`config.mk`:
```
export PLATFORM = sky130hd
export DESIGN_NAME = ddrc_ctrl
export DESIGN_NICKNAME = d
export VERILOG_FILES = /design/src/rtl/ddrc_pkg.sv /design/src/rtl/ddrc_ecc.sv /design/src/rtl/ddrc_ctrl.sv
export SDC_FILE = /design/constraint.sdc
export NUM_CORES = 1
export LEC_CHECK = 0
export CORE_MARGIN = 5
export CORE_UTILIZATION = 44
export CTS_BUF_LIST = sky130_fd_sc_hd__clkbuf_8
export DETAILED_ROUTE_END_ITERATION = 12
export DONT_BUFFER_PORTS = 1
export GPL_TIMING_DRIVEN = 0
export RECOVER_POWER = 50
export SYNTH_ARGS = -nofsm -noshare
export SYNTH_HDL_FRONTEND = slang
export SYNTH_SLANG_ARGS = --single-unit
```
`constraint.sdc`:
```
create_clock -name clk_i -period 4.7 [get_ports clk_i]
set_input_delay 0.94 -clock clk_i [delete_from_list [all_inputs] [get_ports clk_i]]
set_output_delay 0.94 -clock clk_i [all_outputs]
set_load 0.02 [all_outputs]
```
`src/rtl/ddrc_pkg.sv`:
```
// How it works
// - store 8-bit check code per written word
// - code over 64 bits, upper half zero
// - check bits only in 32-bit ECC mode
// - recompute and compare code on reads
// - return corrected data on single-bit error
// - detect multi-bit errors, never correct or scrub
// - ECC sub-word write becomes read-modify-write
// - merge bytes, new code, same location
// - two banks, one active-low enable each
// - banks contiguous from 32-Mbyte aligned base
// - boundary values steer bank enable decode
// - leaf selects from configured address bits
// - densities 128M to 1G, 32M-1G total
// - 64Mx8: 13 row, 11 col, bits 28/27
// - 128Mx8: 14 row, 11 col, bits 29/28
// - 16Mx16: 13 row, 9 col, bits 26/25
// - processor port needs no shared-bus arbitration
// - processor first, bus ports next in turn
// - bursts at most eight words
package ddrc_pkg;

    localparam int NPORT     = 3;
    localparam int PROC_PORT = 0;
    localparam int MAX_BEATS = 8;
    localparam int ROW_W     = 14;
    localparam int COL_W     = 11;
    localparam int GRAN_LSB  = 25; // 32 Mbyte granule
    localparam int GRAN_W    = 7;
    localparam int CODE_POS  = 72;
    localparam logic [3:0] BE_FULL = 4'hf;
    localparam logic [1:0] CE_BANK0 = 2'h2;
    localparam logic [1:0] CE_BANK1 = 2'h1;
    localparam logic [1:0] CE_NONE  = 2'h3;

    // one requester's beat
    typedef struct packed {
        logic        valid;
        logic        write;
        logic [31:0] addr;
        logic [3:0]  be;
        logic [31:0] wdata;
        logic [2:0]  beats_m1;
    } ddrc_req_t;

    // answer to a requester, one-cycle pulse
    typedef struct packed {
        logic        valid;
        logic [31:0] rdata;
        logic        sbe;
        logic        mbe;
        logic        range_err;
    } ddrc_rsp_t;

    // word command toward the memory pins
    typedef struct packed {
        logic             valid;
        logic             write;
        logic [1:0]       bank_chip_enable_n;
        logic [1:0]       leaf_select;
        logic [ROW_W-1:0] row;
        logic [COL_W-1:0] col;
        logic [3:0]       byte_mask;
        logic [31:0]      wdata;
        logic [7:0]       ecc_check_bits;
    } ddrc_cmd_t;

    typedef struct packed {
        logic [3:0] row_bits;
        logic [3:0] col_bits;
        logic [4:0] ba1;
        logic [4:0] ba0;
    } ddrc_geom_t;

    typedef enum logic [2:0] {
        DEV_16MX8, DEV_8MX16, DEV_32MX8, DEV_16MX16,
        DEV_64MX8, DEV_32MX16, DEV_128MX8, DEV_64MX16
    } ddrc_dev_t;

    typedef enum logic [2:0] {
        ST_IDLE, ST_ISSUE, ST_RD_WAIT, ST_RMW_WAIT, ST_GAP
    } ddrc_state_t;

    // device geometry per arrangement
    function automatic ddrc_geom_t dev_geom(input ddrc_dev_t d);
        case (d)
            DEV_16MX8:  return '{4'hc, 4'ha, 5'h1a, 5'h19};
            DEV_8MX16:  return '{4'hc, 4'h9, 5'h19, 5'h18};
            DEV_32MX8:  return '{4'hd, 4'ha, 5'h1b, 5'h1a};
            DEV_16MX16: return '{4'hd, 4'h9, 5'h1a, 5'h19};
            DEV_64MX8:  return '{4'hd, 4'hb, 5'h1c, 5'h1b};
            DEV_32MX16: return '{4'hd, 4'ha, 5'h1b, 5'h1a};
            DEV_128MX8: return '{4'he, 4'hb, 5'h1d, 5'h1c};
            DEV_64MX16: return '{4'he, 4'ha, 5'h1c, 5'h1b};
            default:    return '{4'hc, 4'ha, 5'h1a, 5'h19};
        endcase
    endfunction

    // hamming code over 64 bits plus overall parity
    function automatic logic [7:0] ecc_gen(input logic [63:0] d);
        logic [7:0] c;
        int         di;
        c  = '0;
        di = 0;
        for (int p = 1; p < CODE_POS; p++) begin
            if ((p & (p - 1)) != 0) begin
                for (int b = 0; b < 7; b++) begin
                    if (p[b]) c[b] = c[b] ^ d[di];
                end
                di++;
            end
        end
        c[7] = (^d) ^ (^c[6:0]);
        return c;
    endfunction

    // data bit named by a syndrome
    function automatic logic [63:0] ecc_flip(input logic [6:0] syn);
        logic [63:0] m;
        int          di;
        m  = '0;
        di = 0;
        for (int p = 1; p < CODE_POS; p++) begin
            if ((p & (p - 1)) != 0) begin
                if (p == int'(syn)) m[di] = 1'b1;
                di++;
            end
        end
        return m;
    endfunction

endpackage

```
`src/rtl/ddrc_ecc.sv`:
```
`timescale 1ns/1ps
module ddrc_ecc
(
    // write side
    input  wire logic [31:0] wdata_i,
    output logic      [7:0]  wcheck_o,
    // read side
    input  wire logic [31:0] rdata_i,
    input  wire logic [7:0]  rcheck_i,
    output logic      [31:0] cdata_o,
    output logic             sbe_o,
    output logic             mbe_o
);

    logic [7:0]  rgen;
    logic [6:0]  syn;
    logic        perr;
    logic [63:0] flip;

    // upper half of the code word is zero
    assign wcheck_o = ddrc_pkg::ecc_gen({32'h0, wdata_i});
    assign rgen     = ddrc_pkg::ecc_gen({32'h0, rdata_i});

    // syndrome and overall parity
    assign syn  = rgen[6:0] ^ rcheck_i[6:0];
    assign perr = (^rdata_i) ^ (^rcheck_i);
    assign flip = ddrc_pkg::ecc_flip(syn);

    // odd error with syndrome in live data is correctable
    always_comb
    begin
        sbe_o   = 1'b0;
        mbe_o   = 1'b0;
        cdata_o = rdata_i;
        if (perr && flip[63:32] == 32'h0)
        begin
            sbe_o   = 1'b1;
            cdata_o = rdata_i ^ flip[31:0];
        end
        else if (perr || syn != 7'h0)
        begin
            mbe_o = 1'b1;
        end
    end

endmodule // ddrc_ecc

```
`src/rtl/ddrc_ctrl.sv`:
```
`timescale 1ns/1ps
module ddrc_ctrl
(
    // clock and reset
    input  wire logic                    clk_i,
    input  wire logic                    rst_n_i,
    // configuration
    input  wire logic                    ecc_enable_i,
    input  wire ddrc_pkg::ddrc_dev_t     device_cfg_i,
    input  wire logic [6:0]              sdram_base_reg_i,
    input  wire logic [6:0]              bank0_boundary_reg_i,
    input  wire logic [6:0]              bank1_boundary_reg_i,
    // error status
    input  wire logic                    err_clear_i,
    output logic                         sbe_flag_o,
    output logic                         mbe_flag_o,
    output logic [31:0]                  err_addr_o,
    // requesters, port 0 is the processor port
    input  wire ddrc_pkg::ddrc_req_t [2:0] req_i,
    output ddrc_pkg::ddrc_rsp_t [2:0]    rsp_o,
    // memory pins
    output ddrc_pkg::ddrc_cmd_t          mem_cmd_o,
    input  wire logic                    mem_rd_valid_i,
    input  wire logic [31:0]             mem_rd_data_i,
    input  wire logic [7:0]              mem_rd_check_i
);

    ////////////////////////////////////////////////////////////////
    // state

    typedef struct packed {
        ddrc_pkg::ddrc_state_t          st;
        logic [1:0]                     port;
        logic                           rr_last;
        logic [2:0]                     beat;
        logic [2:0]                     beats_m1;
        logic [31:0]                    addr;
        logic [3:0]                     be;
        logic [31:0]                    wdata;
        ddrc_pkg::ddrc_cmd_t            cmd;
        ddrc_pkg::ddrc_rsp_t [2:0]      rsp;
        logic [40:0]                    rd_pipe1;
        logic [40:0]                    rd_pipe2;
        logic                           sbe_flag;
        logic                           mbe_flag;
        logic [31:0]                    err_addr;
    } ddrc_core_t;

    ddrc_core_t          s_r;
    ddrc_core_t          s_nxt;
    ddrc_pkg::ddrc_req_t cur;
    ddrc_pkg::ddrc_geom_t geom;
    logic [31:0]         off;
    logic [29:0]         wa;
    logic [29:0]         colv;
    logic [29:0]         rowv;
    logic                in_b0;
    logic                in_b1;
    logic                rd_v;
    logic [31:0]         rd_data;
    logic [7:0]          rd_chk;
    logic [31:0]         merged;
    logic [31:0]         ecc_wdata;
    logic [7:0]          wcheck;
    logic [31:0]         cdata;
    logic                sbe;
    logic                mbe;
    logic                partial;
    logic                ev_sbe;
    logic                ev_mbe;

    ////////////////////////////////////////////////////////////////
    // decode of the granted beat

    // live request of the granted port
    assign cur = req_i[s_r.port];

    // offset from the aligned base
    assign off  = s_r.addr - {sdram_base_reg_i, 25'h0};
    assign geom = ddrc_pkg::dev_geom(device_cfg_i);

    // bank ranges from the boundary values
    assign in_b0 = off[31:ddrc_pkg::GRAN_LSB] < bank0_boundary_reg_i;
    assign in_b1 = !in_b0 && off[31:ddrc_pkg::GRAN_LSB] < bank1_boundary_reg_i;

    // row and column from the word address
    assign wa   = off[31:2];
    assign colv = wa & ((30'h1 << geom.col_bits) - 30'h1);
    assign rowv = (wa >> geom.col_bits) & ((30'h1 << geom.row_bits) - 30'h1);

    // partial write under ECC needs a merge
    assign partial = ecc_enable_i && cur.be != ddrc_pkg::BE_FULL;

    ////////////////////////////////////////////////////////////////
    // read return and check code

    // pin capture after the second stage
    assign rd_v    = s_r.rd_pipe2[40];
    assign rd_chk  = s_r.rd_pipe2[39:32];
    assign rd_data = s_r.rd_pipe2[31:0];

    // new bytes over the corrected old word
    always_comb
    begin
        merged = cdata;
        for (int i = 0; i < 4; i++)
        begin
            if (s_r.be[i]) merged[8*i +: 8] = s_r.wdata[8*i +: 8];
        end
    end

    assign ecc_wdata = (s_r.st == ddrc_pkg::ST_RMW_WAIT) ? merged : cur.wdata;

    ddrc_ecc u_ecc
    (
        .wdata_i  (ecc_wdata),
        .wcheck_o (wcheck),
        .rdata_i  (rd_data),
        .rcheck_i (rd_chk),
        .cdata_o  (cdata),
        .sbe_o    (sbe),
        .mbe_o    (mbe)
    );

    ////////////////////////////////////////////////////////////////
    // next state

    always_comb
    begin
        s_nxt           = s_r;
        s_nxt.cmd.valid = 1'b0;
        s_nxt.rsp       = '0;
        s_nxt.rd_pipe1  = {mem_rd_valid_i, mem_rd_check_i, mem_rd_data_i};
        s_nxt.rd_pipe2  = s_r.rd_pipe1;
        ev_sbe          = 1'b0;
        ev_mbe          = 1'b0;
        case (s_r.st)
            ddrc_pkg::ST_IDLE:
            begin
                // processor first, bus ports alternate
                if (req_i[ddrc_pkg::PROC_PORT].valid)
                begin
                    s_nxt.port = 2'h0;
                    s_nxt.st   = ddrc_pkg::ST_ISSUE;
                end
                else if (req_i[1].valid && (!req_i[2].valid || s_r.rr_last))
                begin
                    s_nxt.port    = 2'h1;
                    s_nxt.rr_last = 1'b0;
                    s_nxt.st      = ddrc_pkg::ST_ISSUE;
                end
                else if (req_i[2].valid)
                begin
                    s_nxt.port    = 2'h2;
                    s_nxt.rr_last = 1'b1;
                    s_nxt.st      = ddrc_pkg::ST_ISSUE;
                end
                s_nxt.beat     = 3'h0;
                s_nxt.beats_m1 = req_i[s_nxt.port].beats_m1;
                s_nxt.addr     = {req_i[s_nxt.port].addr[31:2], 2'h0};
            end
            ddrc_pkg::ST_ISSUE:
            begin
                s_nxt.be    = cur.be;
                s_nxt.wdata = cur.wdata;
                s_nxt.st    = ddrc_pkg::ST_GAP;
                if (!(in_b0 || in_b1))
                begin
                    s_nxt.rsp[s_r.port].valid     = 1'b1;
                    s_nxt.rsp[s_r.port].range_err = 1'b1;
                end
                else
                begin
                    // one enable low per command
                    s_nxt.cmd.valid = 1'b1;
                    s_nxt.cmd.bank_chip_enable_n = in_b0 ? ddrc_pkg::CE_BANK0
                                                         : ddrc_pkg::CE_BANK1;
                    s_nxt.cmd.leaf_select = {off[geom.ba1], off[geom.ba0]};
                    s_nxt.cmd.row   = rowv[ddrc_pkg::ROW_W-1:0];
                    s_nxt.cmd.col   = colv[ddrc_pkg::COL_W-1:0];
                    s_nxt.cmd.write = cur.write && !partial;
                    s_nxt.cmd.wdata = cur.wdata;
                    s_nxt.cmd.byte_mask = ~cur.be;
                    // check lines carry the code only with ECC on
                    s_nxt.cmd.ecc_check_bits = ecc_enable_i ? wcheck : 8'h0;
                    if (cur.write && !partial)
                    begin
                        s_nxt.rsp[s_r.port].valid = 1'b1;
                    end
                    else if (cur.write)
                    begin
                        s_nxt.cmd.byte_mask = 4'h0;
                        s_nxt.st = ddrc_pkg::ST_RMW_WAIT;
                    end
                    else
                    begin
                        s_nxt.cmd.byte_mask = 4'h0;
                        s_nxt.st = ddrc_pkg::ST_RD_WAIT;
                    end
                end
            end
            ddrc_pkg::ST_RD_WAIT:
            begin
                // check before the data goes back
                if (rd_v)
                begin
                    s_nxt.rsp[s_r.port].valid = 1'b1;
                    s_nxt.rsp[s_r.port].rdata = ecc_enable_i ? cdata : rd_data;
                    s_nxt.rsp[s_r.port].sbe = ecc_enable_i && sbe;
                    s_nxt.rsp[s_r.port].mbe = ecc_enable_i && mbe;
                    ev_sbe = ecc_enable_i && sbe;
                    ev_mbe = ecc_enable_i && mbe;
                    s_nxt.st = ddrc_pkg::ST_GAP;
                end
            end
            ddrc_pkg::ST_RMW_WAIT:
            begin
                if (rd_v)
                begin
                    s_nxt.rsp[s_r.port].valid = 1'b1;
                    s_nxt.rsp[s_r.port].sbe   = sbe;
                    s_nxt.rsp[s_r.port].mbe   = mbe;
                    ev_sbe = sbe;
                    ev_mbe = mbe;
                    s_nxt.st = ddrc_pkg::ST_GAP;
                    // a bad word is left as found so it stays visible
                    if (!mbe)
                    begin
                        s_nxt.cmd.valid          = 1'b1;
                        s_nxt.cmd.write          = 1'b1;
                        s_nxt.cmd.wdata          = merged;
                        s_nxt.cmd.byte_mask      = 4'h0;
                        s_nxt.cmd.ecc_check_bits = wcheck;
                    end
                end
            end
            ddrc_pkg::ST_GAP:
            begin
                // requester updates its beat during this cycle
                if (s_r.beat == s_r.beats_m1)
                begin
                    s_nxt.st = ddrc_pkg::ST_IDLE;
                end
                else
                begin
                    s_nxt.beat = s_r.beat + 3'h1;
                    s_nxt.addr = s_r.addr + 32'h4;
                    s_nxt.st   = ddrc_pkg::ST_ISSUE;
                end
            end
            default:
            begin
                s_nxt.st = ddrc_pkg::ST_IDLE;
            end
        endcase
        // sticky flags, a new event beats the clear
        s_nxt.sbe_flag = (s_r.sbe_flag && !err_clear_i) || ev_sbe;
        s_nxt.mbe_flag = (s_r.mbe_flag && !err_clear_i) || ev_mbe;
        if (ev_sbe || ev_mbe)
        begin
            s_nxt.err_addr = s_r.addr;
        end
    end

    ////////////////////////////////////////////////////////////////
    // registers

    always_ff @(posedge clk_i)
    begin
        if (!rst_n_i)
        begin
            s_r <= '0;
            s_r.cmd.bank_chip_enable_n <= ddrc_pkg::CE_NONE;
        end
        else
        begin
            s_r <= s_nxt;
        end
    end

    // outputs straight from the state
    assign mem_cmd_o  = s_r.cmd;
    assign rsp_o      = s_r.rsp;
    assign sbe_flag_o = s_r.sbe_flag;
    assign mbe_flag_o = s_r.mbe_flag;
    assign err_addr_o = s_r.err_addr;

    ////////////////////////////////////////////////////////////////
    // checks

    ecc_code_ok_a: assert property (@(posedge clk_i) disable iff (!rst_n_i)
        s_r.cmd.valid && s_r.cmd.write && ecc_enable_i |->
        s_r.cmd.ecc_check_bits == ddrc_pkg::ecc_gen({32'h0, s_r.cmd.wdata}))
        else $error("check bits do not match written word");

    no_code_off_a: assert property (@(posedge clk_i) disable iff (!rst_n_i)
        s_r.cmd.valid && !ecc_enable_i && $stable(ecc_enable_i) |->
        s_r.cmd.ecc_check_bits == 8'h0)
        else $error("check bits driven with ECC off");

    rmw_read_first_a: assert property (@(posedge clk_i) disable iff (!rst_n_i)
        s_r.st == ddrc_pkg::ST_ISSUE && cur.valid && cur.write && partial &&
        (in_b0 || in_b1) |=> s_r.cmd.valid && !s_r.cmd.write &&
        s_r.st == ddrc_pkg::ST_RMW_WAIT)
        else $error("partial write not started as a read");

    rmw_same_word_a: assert property (@(posedge clk_i) disable iff (!rst_n_i)
        s_r.st == ddrc_pkg::ST_RMW_WAIT && rd_v && !mbe |=>
        s_r.cmd.valid && s_r.cmd.write && $stable(s_r.cmd.row) &&
        $stable(s_r.cmd.col) && $stable(s_r.cmd.bank_chip_enable_n))
        else $error("merged word not written to the read location");

    mbe_no_fix_a: assert property (@(posedge clk_i) disable iff (!rst_n_i)
        s_r.st == ddrc_pkg::ST_RMW_WAIT && rd_v && mbe |=>
        !s_r.cmd.valid && s_r.mbe_flag)
        else $error("multi-bit word written back or not flagged");

    one_bank_a: assert property (@(posedge clk_i) disable iff (!rst_n_i)
        s_r.cmd.valid |-> $onehot(~s_r.cmd.bank_chip_enable_n))
        else $error("not exactly one bank enabled");

    proc_first_a: assert property (@(posedge clk_i) disable iff (!rst_n_i)
        s_r.st == ddrc_pkg::ST_IDLE && req_i[0].valid |=>
        s_r.st == ddrc_pkg::ST_ISSUE && s_r.port == 2'h0)
        else $error("processor port not served first");

    burst_end_a: assert property (@(posedge clk_i) disable iff (!rst_n_i)
        s_r.st == ddrc_pkg::ST_GAP && s_r.beat == s_r.beats_m1 |=>
        s_r.st == ddrc_pkg::ST_IDLE)
        else $error("burst ran past its last beat");

    flag_set_wins_a: assert property (@(posedge clk_i) disable iff (!rst_n_i)
        s_r.rsp[s_r.port].valid && s_r.rsp[s_r.port].sbe |->
        s_r.sbe_flag)
        else $error("single-bit error not flagged");

endmodule // ddrc_ctrl

```
### Word level (Yosys, flattened, before mapping)

Memories as Yosys holds them, arrays and structs flattened.
Cells that the tools add are included.

| word-level totals | value |
|---|---|
| bits in latches | 0 |
| word-level logic and storage cells | 509 |
| memories kept | 1 |
| output and inout bits | 217 |
| memory bits (read-only) | 80 |
| register bits | 379 |
| bits in writable memories | 0 |
| input port bits | 288 |

| cells by class | value |
|---|---|
| div/mod/pow operators | 0 |
| order comparisons | 7 |
| add/sub/neg operators | 5 |
| mux-type cells | 171 |
| equality and inequality tests | 77 |
| shifts and indexed selects | 3 |
| reduce and logical (&&, ||, !) cells | 33 |
| multiply operators | 0 |
| bitwise gates (word level) | 175 |

Memory list:

| name | words | width | rd ports | clocked after Yosys merged registers in | write ports | RTL line | text |
|---|---|---|---|---|---|---|---|
| (name not given) | 8 | 10 | 1 | 0 | 0 | ddrc_pkg.sv:86 | `case (d)` |

Operators with widths:

| operator | count |
|---|---|
| 108-bit two-way mux | 7 |
| 108-bit bitwise mux | 6 |
| 36-bit demux with 2-bit select | 5 |
| 108-bit one-hot mux with 3 select lines | 1 |
| 152-bit two-way mux | 2 |
| 73-bit binary-select mux with 2-bit select | 2 |
| 7-bit == test (first input constant) | 38 |
| 32-bit two-way mux | 6 |
| 44-bit two-way mux | 4 |
| 1-bit XOR | 170 |
| 75-bit two-way mux | 2 |
| 6-bit by 7-bit == test with 1-bit output (first input constant) | 15 |
| 44-bit one-hot mux with 2 select lines | 1 |
| 36-bit two-way mux | 2 |
| 72-bit two-way mux | 1 |
| 71-bit two-way mux | 1 |
| 35-bit two-way mux | 2 |
| 64-bit two-way mux | 1 |
| 32-bit one-hot mux with 2 select lines | 1 |
| 64-bit parity | 1 |
| 63-bit two-way mux | 1 |
| 62-bit two-way mux | 1 |
| 61-bit two-way mux | 1 |
| 60-bit two-way mux | 1 |
| other kinds (100) | 199 |

### Logic depth before layout (Yosys ltp)

| logic depth | value |
|---|---|
| depth after elaboration | 113 |
| gate-level depth with buffers | 21 |
| gate-level depth less buffers | 20 |

### Hierarchy

A second synthesis with hierarchy kept.

| second synthesis, totals | value |
|---|---|
| cell total of the unflattened synthesis | 2,341 |
| area, all modules | 20,103.0 um2 |

Modules (own cells, without submodules):

| module | cells each | area each (um2) | instances | sequential area each (um2) |
|---|---|---|---|---|
| ddrc_ctrl | 2,111 | 18,048.6 | 1 | 7,507.2 |
| ddrc_ecc | 230 | 2,054.5 | 1 | 0.0 |

### Least setup slack after synthesis

Ideal clock, no wire load.

| path | value |
|---|---|
| path type | flip-flop to flip-flop |
| start point | register s_r, in the netlist rd_data[15] |
| end point | register s_r, in the netlist mem_cmd_o[7] |
| library setup time | 0.069 ns |
| slack | 0.168 ns |
| cell stages (with the launch flop) | 18 |
| data required time | 4.631 ns |
| buffers on the path | 3 |
| data arrival time | 4.463 ns |
| period minus slack after synthesis | 4.532 ns |
| cells stage by stage | dfxtp_1 buf_2 xnor2_1 xnor3_1 xor3_1 xnor3_1 buf_6 or2_2 clkbuf_1 o21a_1 o31ai_1 mux2i_1 xnor2_1 xnor2_1 xnor3_1 xnor2_2 xnor3_1 o21ai_1 |

| on the way | value |
|---|---|
| word-level cells in the longest chain between the ends | 106 |
| elaborated cells on any way between the ends | 273 |
| classes of those cells | eq/ne (65); mux (82); bitwise (118); reduce/logical (8) |

Ends and longest elaborated chain:

| item | RTL line | text |
|---|---|---|
| start: declaration | ddrc_ctrl.sv:49 | `ddrc_core_t s_r;` |
| start signal: assignment | ddrc_ctrl.sv:277 | `s_r <= s_nxt;` |
| 1-bit XOR (11 in a row) | ddrc_pkg.sv:108 | `if (p[b]) c[b] = c[b] ^ d[di];` |
| 6-bit by 7-bit XOR with 7-bit output | ddrc_ecc.sv:25 | `assign syn = rgen[6:0] ^ rcheck_i[6:0];` |
| 3-bit by 7-bit == test with 1-bit output | ddrc_pkg.sv:125 | `if (p == int'(syn)) m[di] = 1'b1;` |
| 1-bit two-way mux | ddrc_pkg.sv:125 |  |
| 2-bit two-way mux | ddrc_pkg.sv:125 |  |
| 3-bit two-way mux | ddrc_pkg.sv:125 |  |
| 4-bit two-way mux | ddrc_pkg.sv:125 |  |
| 5-bit two-way mux | ddrc_pkg.sv:125 |  |
| (+80 left out) | n/a |  |
| 7-bit parity | ddrc_pkg.sv:113 | `c[7] = (^d) ^ (^c[6:0]);` |
| 1-bit XOR | ddrc_pkg.sv:113 |  |
| 44-bit two-way mux | ddrc_ctrl.sv:227 | `if (!mbe)` |
| 44-bit two-way mux | ddrc_ctrl.sv:218 | `if (rd_v)` |
| 44-bit two-way mux | ddrc_ctrl.sv:137 | `case (s_r.st)` |
| 152-bit two-way mux | ddrc_ctrl.sv:218 |  |
| 152-bit two-way mux | ddrc_ctrl.sv:137 |  |
| 44-bit one-hot mux with 2 select lines | ddrc_ctrl.sv:137 |  |

Several ways; a longest one is shown, not always the timed one. The select of a mux whose other input is x is not followed.
A chain may end at the register's enable or synchronous reset.

### Final worst setup path

| path | value |
|---|---|
| start point | register s_r, in the netlist rd_data[20] |
| end point | register s_r, in the netlist mem_cmd_o[7] |

| on the way | value |
|---|---|
| word-level cells in the longest chain between the ends | 102 |
| elaborated cells on any way between the ends | 262 |
| classes of those cells | eq/ne (65); mux (82); bitwise (107); reduce/logical (8) |

Ends and longest elaborated chain:

| item | RTL line |
|---|---|
| 1-bit XOR (7 in a row) | ddrc_pkg.sv:108 |
| 6-bit by 7-bit XOR with 7-bit output | ddrc_ecc.sv:25 |
| 3-bit by 7-bit == test with 1-bit output | ddrc_pkg.sv:125 |
| 1-bit two-way mux | ddrc_pkg.sv:125 |
| 2-bit two-way mux | ddrc_pkg.sv:125 |
| 3-bit two-way mux | ddrc_pkg.sv:125 |
| 4-bit two-way mux | ddrc_pkg.sv:125 |
| 5-bit two-way mux | ddrc_pkg.sv:125 |
| (+80 left out) | n/a |
| 7-bit parity | ddrc_pkg.sv:113 |
| 1-bit XOR | ddrc_pkg.sv:113 |
| 44-bit two-way mux | ddrc_ctrl.sv:227 |
| 44-bit two-way mux | ddrc_ctrl.sv:218 |
| 44-bit two-way mux | ddrc_ctrl.sv:137 |
| 152-bit two-way mux | ddrc_ctrl.sv:218 |
| 152-bit two-way mux | ddrc_ctrl.sv:137 |
| 44-bit one-hot mux with 2 select lines | ddrc_ctrl.sv:137 |

Several ways; a longest one is shown, not always the timed one. The select of a mux whose other input is x is not followed.

==> results.py <==
metrics = {
    "setup_path": {
        "cp_max_fo": 5,
        "slowest_delay_ns": 0.55,
        "timing.rr.start": "rd_data[20]$_SDFF_PN0_",
        "cpMostUsedCell": "xnor3_1",
        "start_kind": "flop",
        "worst_path_max_delay_cell": "a2111oi_0",
        "endpoint_kind": "flop",
        "arrival_ns": 5.30,
        "cp.required_ns": 5.27,
        "crit_start": "rd_data[20]$_SDFF_PN0_",
        "crit_path_cell_trace": "xnor3_1 -> xnor3_1 -> xnor3_2 -> or2_2 -> a2111oi_0 -> xor2_1 -> mux2i_1 -> mux2i_1 -> xnor2_1 -> xor2_1 -> xnor3_1 -> xnor3_1 -> o21ai_1",
        "crit_type": "flop to flop",
    },
    "floorplanning": {
        "die_h_um": 224,
        "die_area_sq_um": 50300,
        "core_sq_um": 45400,
        "start_util_pct": 44.5,
        "rows": 78,
        "die_x_um": 224,
        "ioPinCount": 505,
    },
    "sta": {
        "tightestPinTransition_ns": 1.17,
        "timing.slew.headroom_pct": 21.4,
        "slew_viol_final": 0,
        "min_period_ns": 4.73,
        "fin_crit_sh_pct": 101,
        "hold_viol_final": 0,
        "setup_viol": 1,
        "rsz0062_at_grt": "yes",
        "max_freq_mhz": 211,
        "skew_ns": 0.0371,
        "setup_slack_ns": -0.0317,
    },
    "yosys": {
        "synth_area_leaders": "dfxtp_1 (37%), buf_4 (8.0%), nor2_1 (6.8%)",
        "synth_edf_count": 0,
        "synthDistinctLibCells": 73,
        "ys.warnings.count": 0,
        "syn_inst": 2396,
        "syn_area_per_cell_sq_um": 8.43,
        "ys_top_cells_by_count": "dfxtp_1 (374), nor2_1 (365), buf_4 (215)",
        "ys_seq_area_share_pct": 37.1,
        "yosysMostFrequentCell": "dfxtp_1",
        "synth_top_area_share_pct": 37.1,
        "synthFlopType": "dfxtp_1",
        "synthesis.area_sq_um": 20200,
        "synthArstFlopShare_pct": 0,
        "yosys_register_bits": 374,
        "yosysTopAreaCell": "dfxtp_1",
    },
    "clock_tree": {
        "cts_made_buffers": 67,
        "cts_max_level": 3,
        "clock-root-buffer": "clkbuf_8",
        "postCtsHoldBufs": 0,
        "path_clk_slew_ns": 0.06,
        "clkSinkCount": 374,
        "clk_latency_ns": 0.65,
        "cts_tree": "yes",
        "clockBufferDepth": 3,
    },
    "drt": {
        "drt_iter0_markers": 1479,
        "dr.pass1.iters": 6,
        "ant_nets": 0,
        "drt-total-wl_mm": 77.0,
        "vias_per_cell": 5.54,
        "via_count": 17400,
        "route.detailed.drc": 0,
        "wl_per_cell_um": 24.5,
    },
    "placed_design": {
        "dpl_worst_slack_ns": -1.37,
        "port_buffers": 0,
        "place_area_sq_um": 21000,
        "dp.final_hpwl_mm": 60.8,
        "gp_congestion": 1.00,
        "place_inst": 2998,
    },
    "cells_and_area": {
        "fill_cells": 4585,
        "fin_nets": 2811,
        "multiInputGateArea_sq_um": 10800,
        "finalNonFillerCells": 3149,
        "synthToLayoutAreaGrowth_pct": 10.9,
        "final_util_pct": 49.4,
        "drive_above_1_share_pct": 12.7,
        "final-seq-area_sq_um": 7530,
        "final_area_sq_um": 22400,
    },
    "grt": {
        "gr-usage-all-layers_pct": 29.1,
        "grt_pass1_wl_mm": 110,
        "first_global_vias": 16900,
        "overflow": 0,
        "grt_max_degree": 20,
        "antenna_found_initial": 8,
    },
    "run": {
        "drv_cap": 0,
    },
    "power_and_ir_drop": {
        "power_leakage_uw": 0.00858,
        "ir_drop_uv": 681,
        "power_density_nw_per_um2": 694,
    },
    "hold_path": {
        "hp-class": "flop to flop",
        "hold_start": "s_nxt[57]$_SDFF_PN0_",
    },
    "status": {
        "outcome": "complete, but fails checks",
        "violations": "setup timing",
    },
}
-- critical path, delay by kind of cell, from the launching register on --
kind	cells	cell delay (ns)
muxes	2	0.40
AOI/OAI and AO/OA	2	0.67
DFF	1	0.43
xor gates and xnor gates	8	2.80
and+or+nand+nor	1	0.36
-- cell families after synthesis --
group / synth area share (%)
xor gates and xnor gates: 9.93
AOI/OAI and AO/OA: 14.9
and+or+nand+nor: 18.3
adders and majority gates: 1.71
DFF: 37.1
other: 0.0186
muxes: 6.03
buffers and inverters: 12.0
-- flip-flops by register name, indices dropped and copies added, names as in the netlist --
name / cells
rd_chk: 8
rd_data: 32
rsp_o: 108
mbe_flag_o: 1
rd_v: 1
s_nxt: 41
s_r: 78
sbe_flag_o: 1
mem_cmd_o: 74
err_addr_o: 30
-- through the flow --
step / setup TNS (ns) / hold WS, ns / power [uW]
4_1_cts: -0.000400 / 0.369 / 15400
2_1_floorplan: 0 / 0.412 / 9780
6_report: -0.0317 / 0.429 / 15500
3_3_place_gp: -72.73 / 0.423 / 11800
5_1_grt: -0.600 / 0.405 / 16300
3_5_place_dp: -80.75 / 0.423 / 11900
-- routing by layer --
metal / wire [um] / vias up / GRT usage, %
met1: 33100 / 8378 / 38.7
li1: - / 8133 / -
met2: 34600 / 800 / 45.3
met3: 6560 / 133 / 7.97
met5: 19 / - / 0
met4: 2800 / 4 / 11.7
-- final cells by class --
class                   count  area share [%]
flip-flops and latches    374            33.6
well taps                 600            3.35
plain buffers             372            6.89
clock inverters            37           0.939
inverters                  39           0.654
repair buffers             35            1.17
multi-input cells        1607            48.4
clock buffers              79            4.85
diodes                      6          0.0670
-- placed cells by master (no fill, tap or decap), types with 58 or more instances in the layout --
master    count
nand2_1     173
nor2_1      364
inv_1        58
clkbuf_1    317
xnor2_1      91
mux2i_1      99
a21oi_1     162
o21ai_0      67
a211oi_1     60
dfxtp_1     356
clkbuf_8     79
-- power breakdown --
group          total, uW  switching [uW]  internal [uW]
logic               8420            4920           3500
registers           4140             461           3680
clock network       2980            1390           1590
total              15500            6770           8780
-- path summary, 6_finish.rpt --
check	end	slack, ns	cells after the start
setup / recovery	mem_cmd_o[7]$_SDFFE_PN0P_	-0.03	13
hold / removal	rd_data[23]$_SDFF_PN0_	0.43	1
hold reg to reg	rd_data[23]$_SDFF_PN0_	0.43	1
setup reg to reg	mem_cmd_o[7]$_SDFFE_PN0P_	-0.03	13
-- repair_timing --
item / in CTS / in global routing
endpoints found under the setup margin: 156 / 98
setup buffers: 25 / 10
cloned: 0 / 0
resized for setup: 121 / 69
hold endpoints to repair: 0 / 0
pin swaps: 35 / 16
Power figures use the tool's default switching activity.
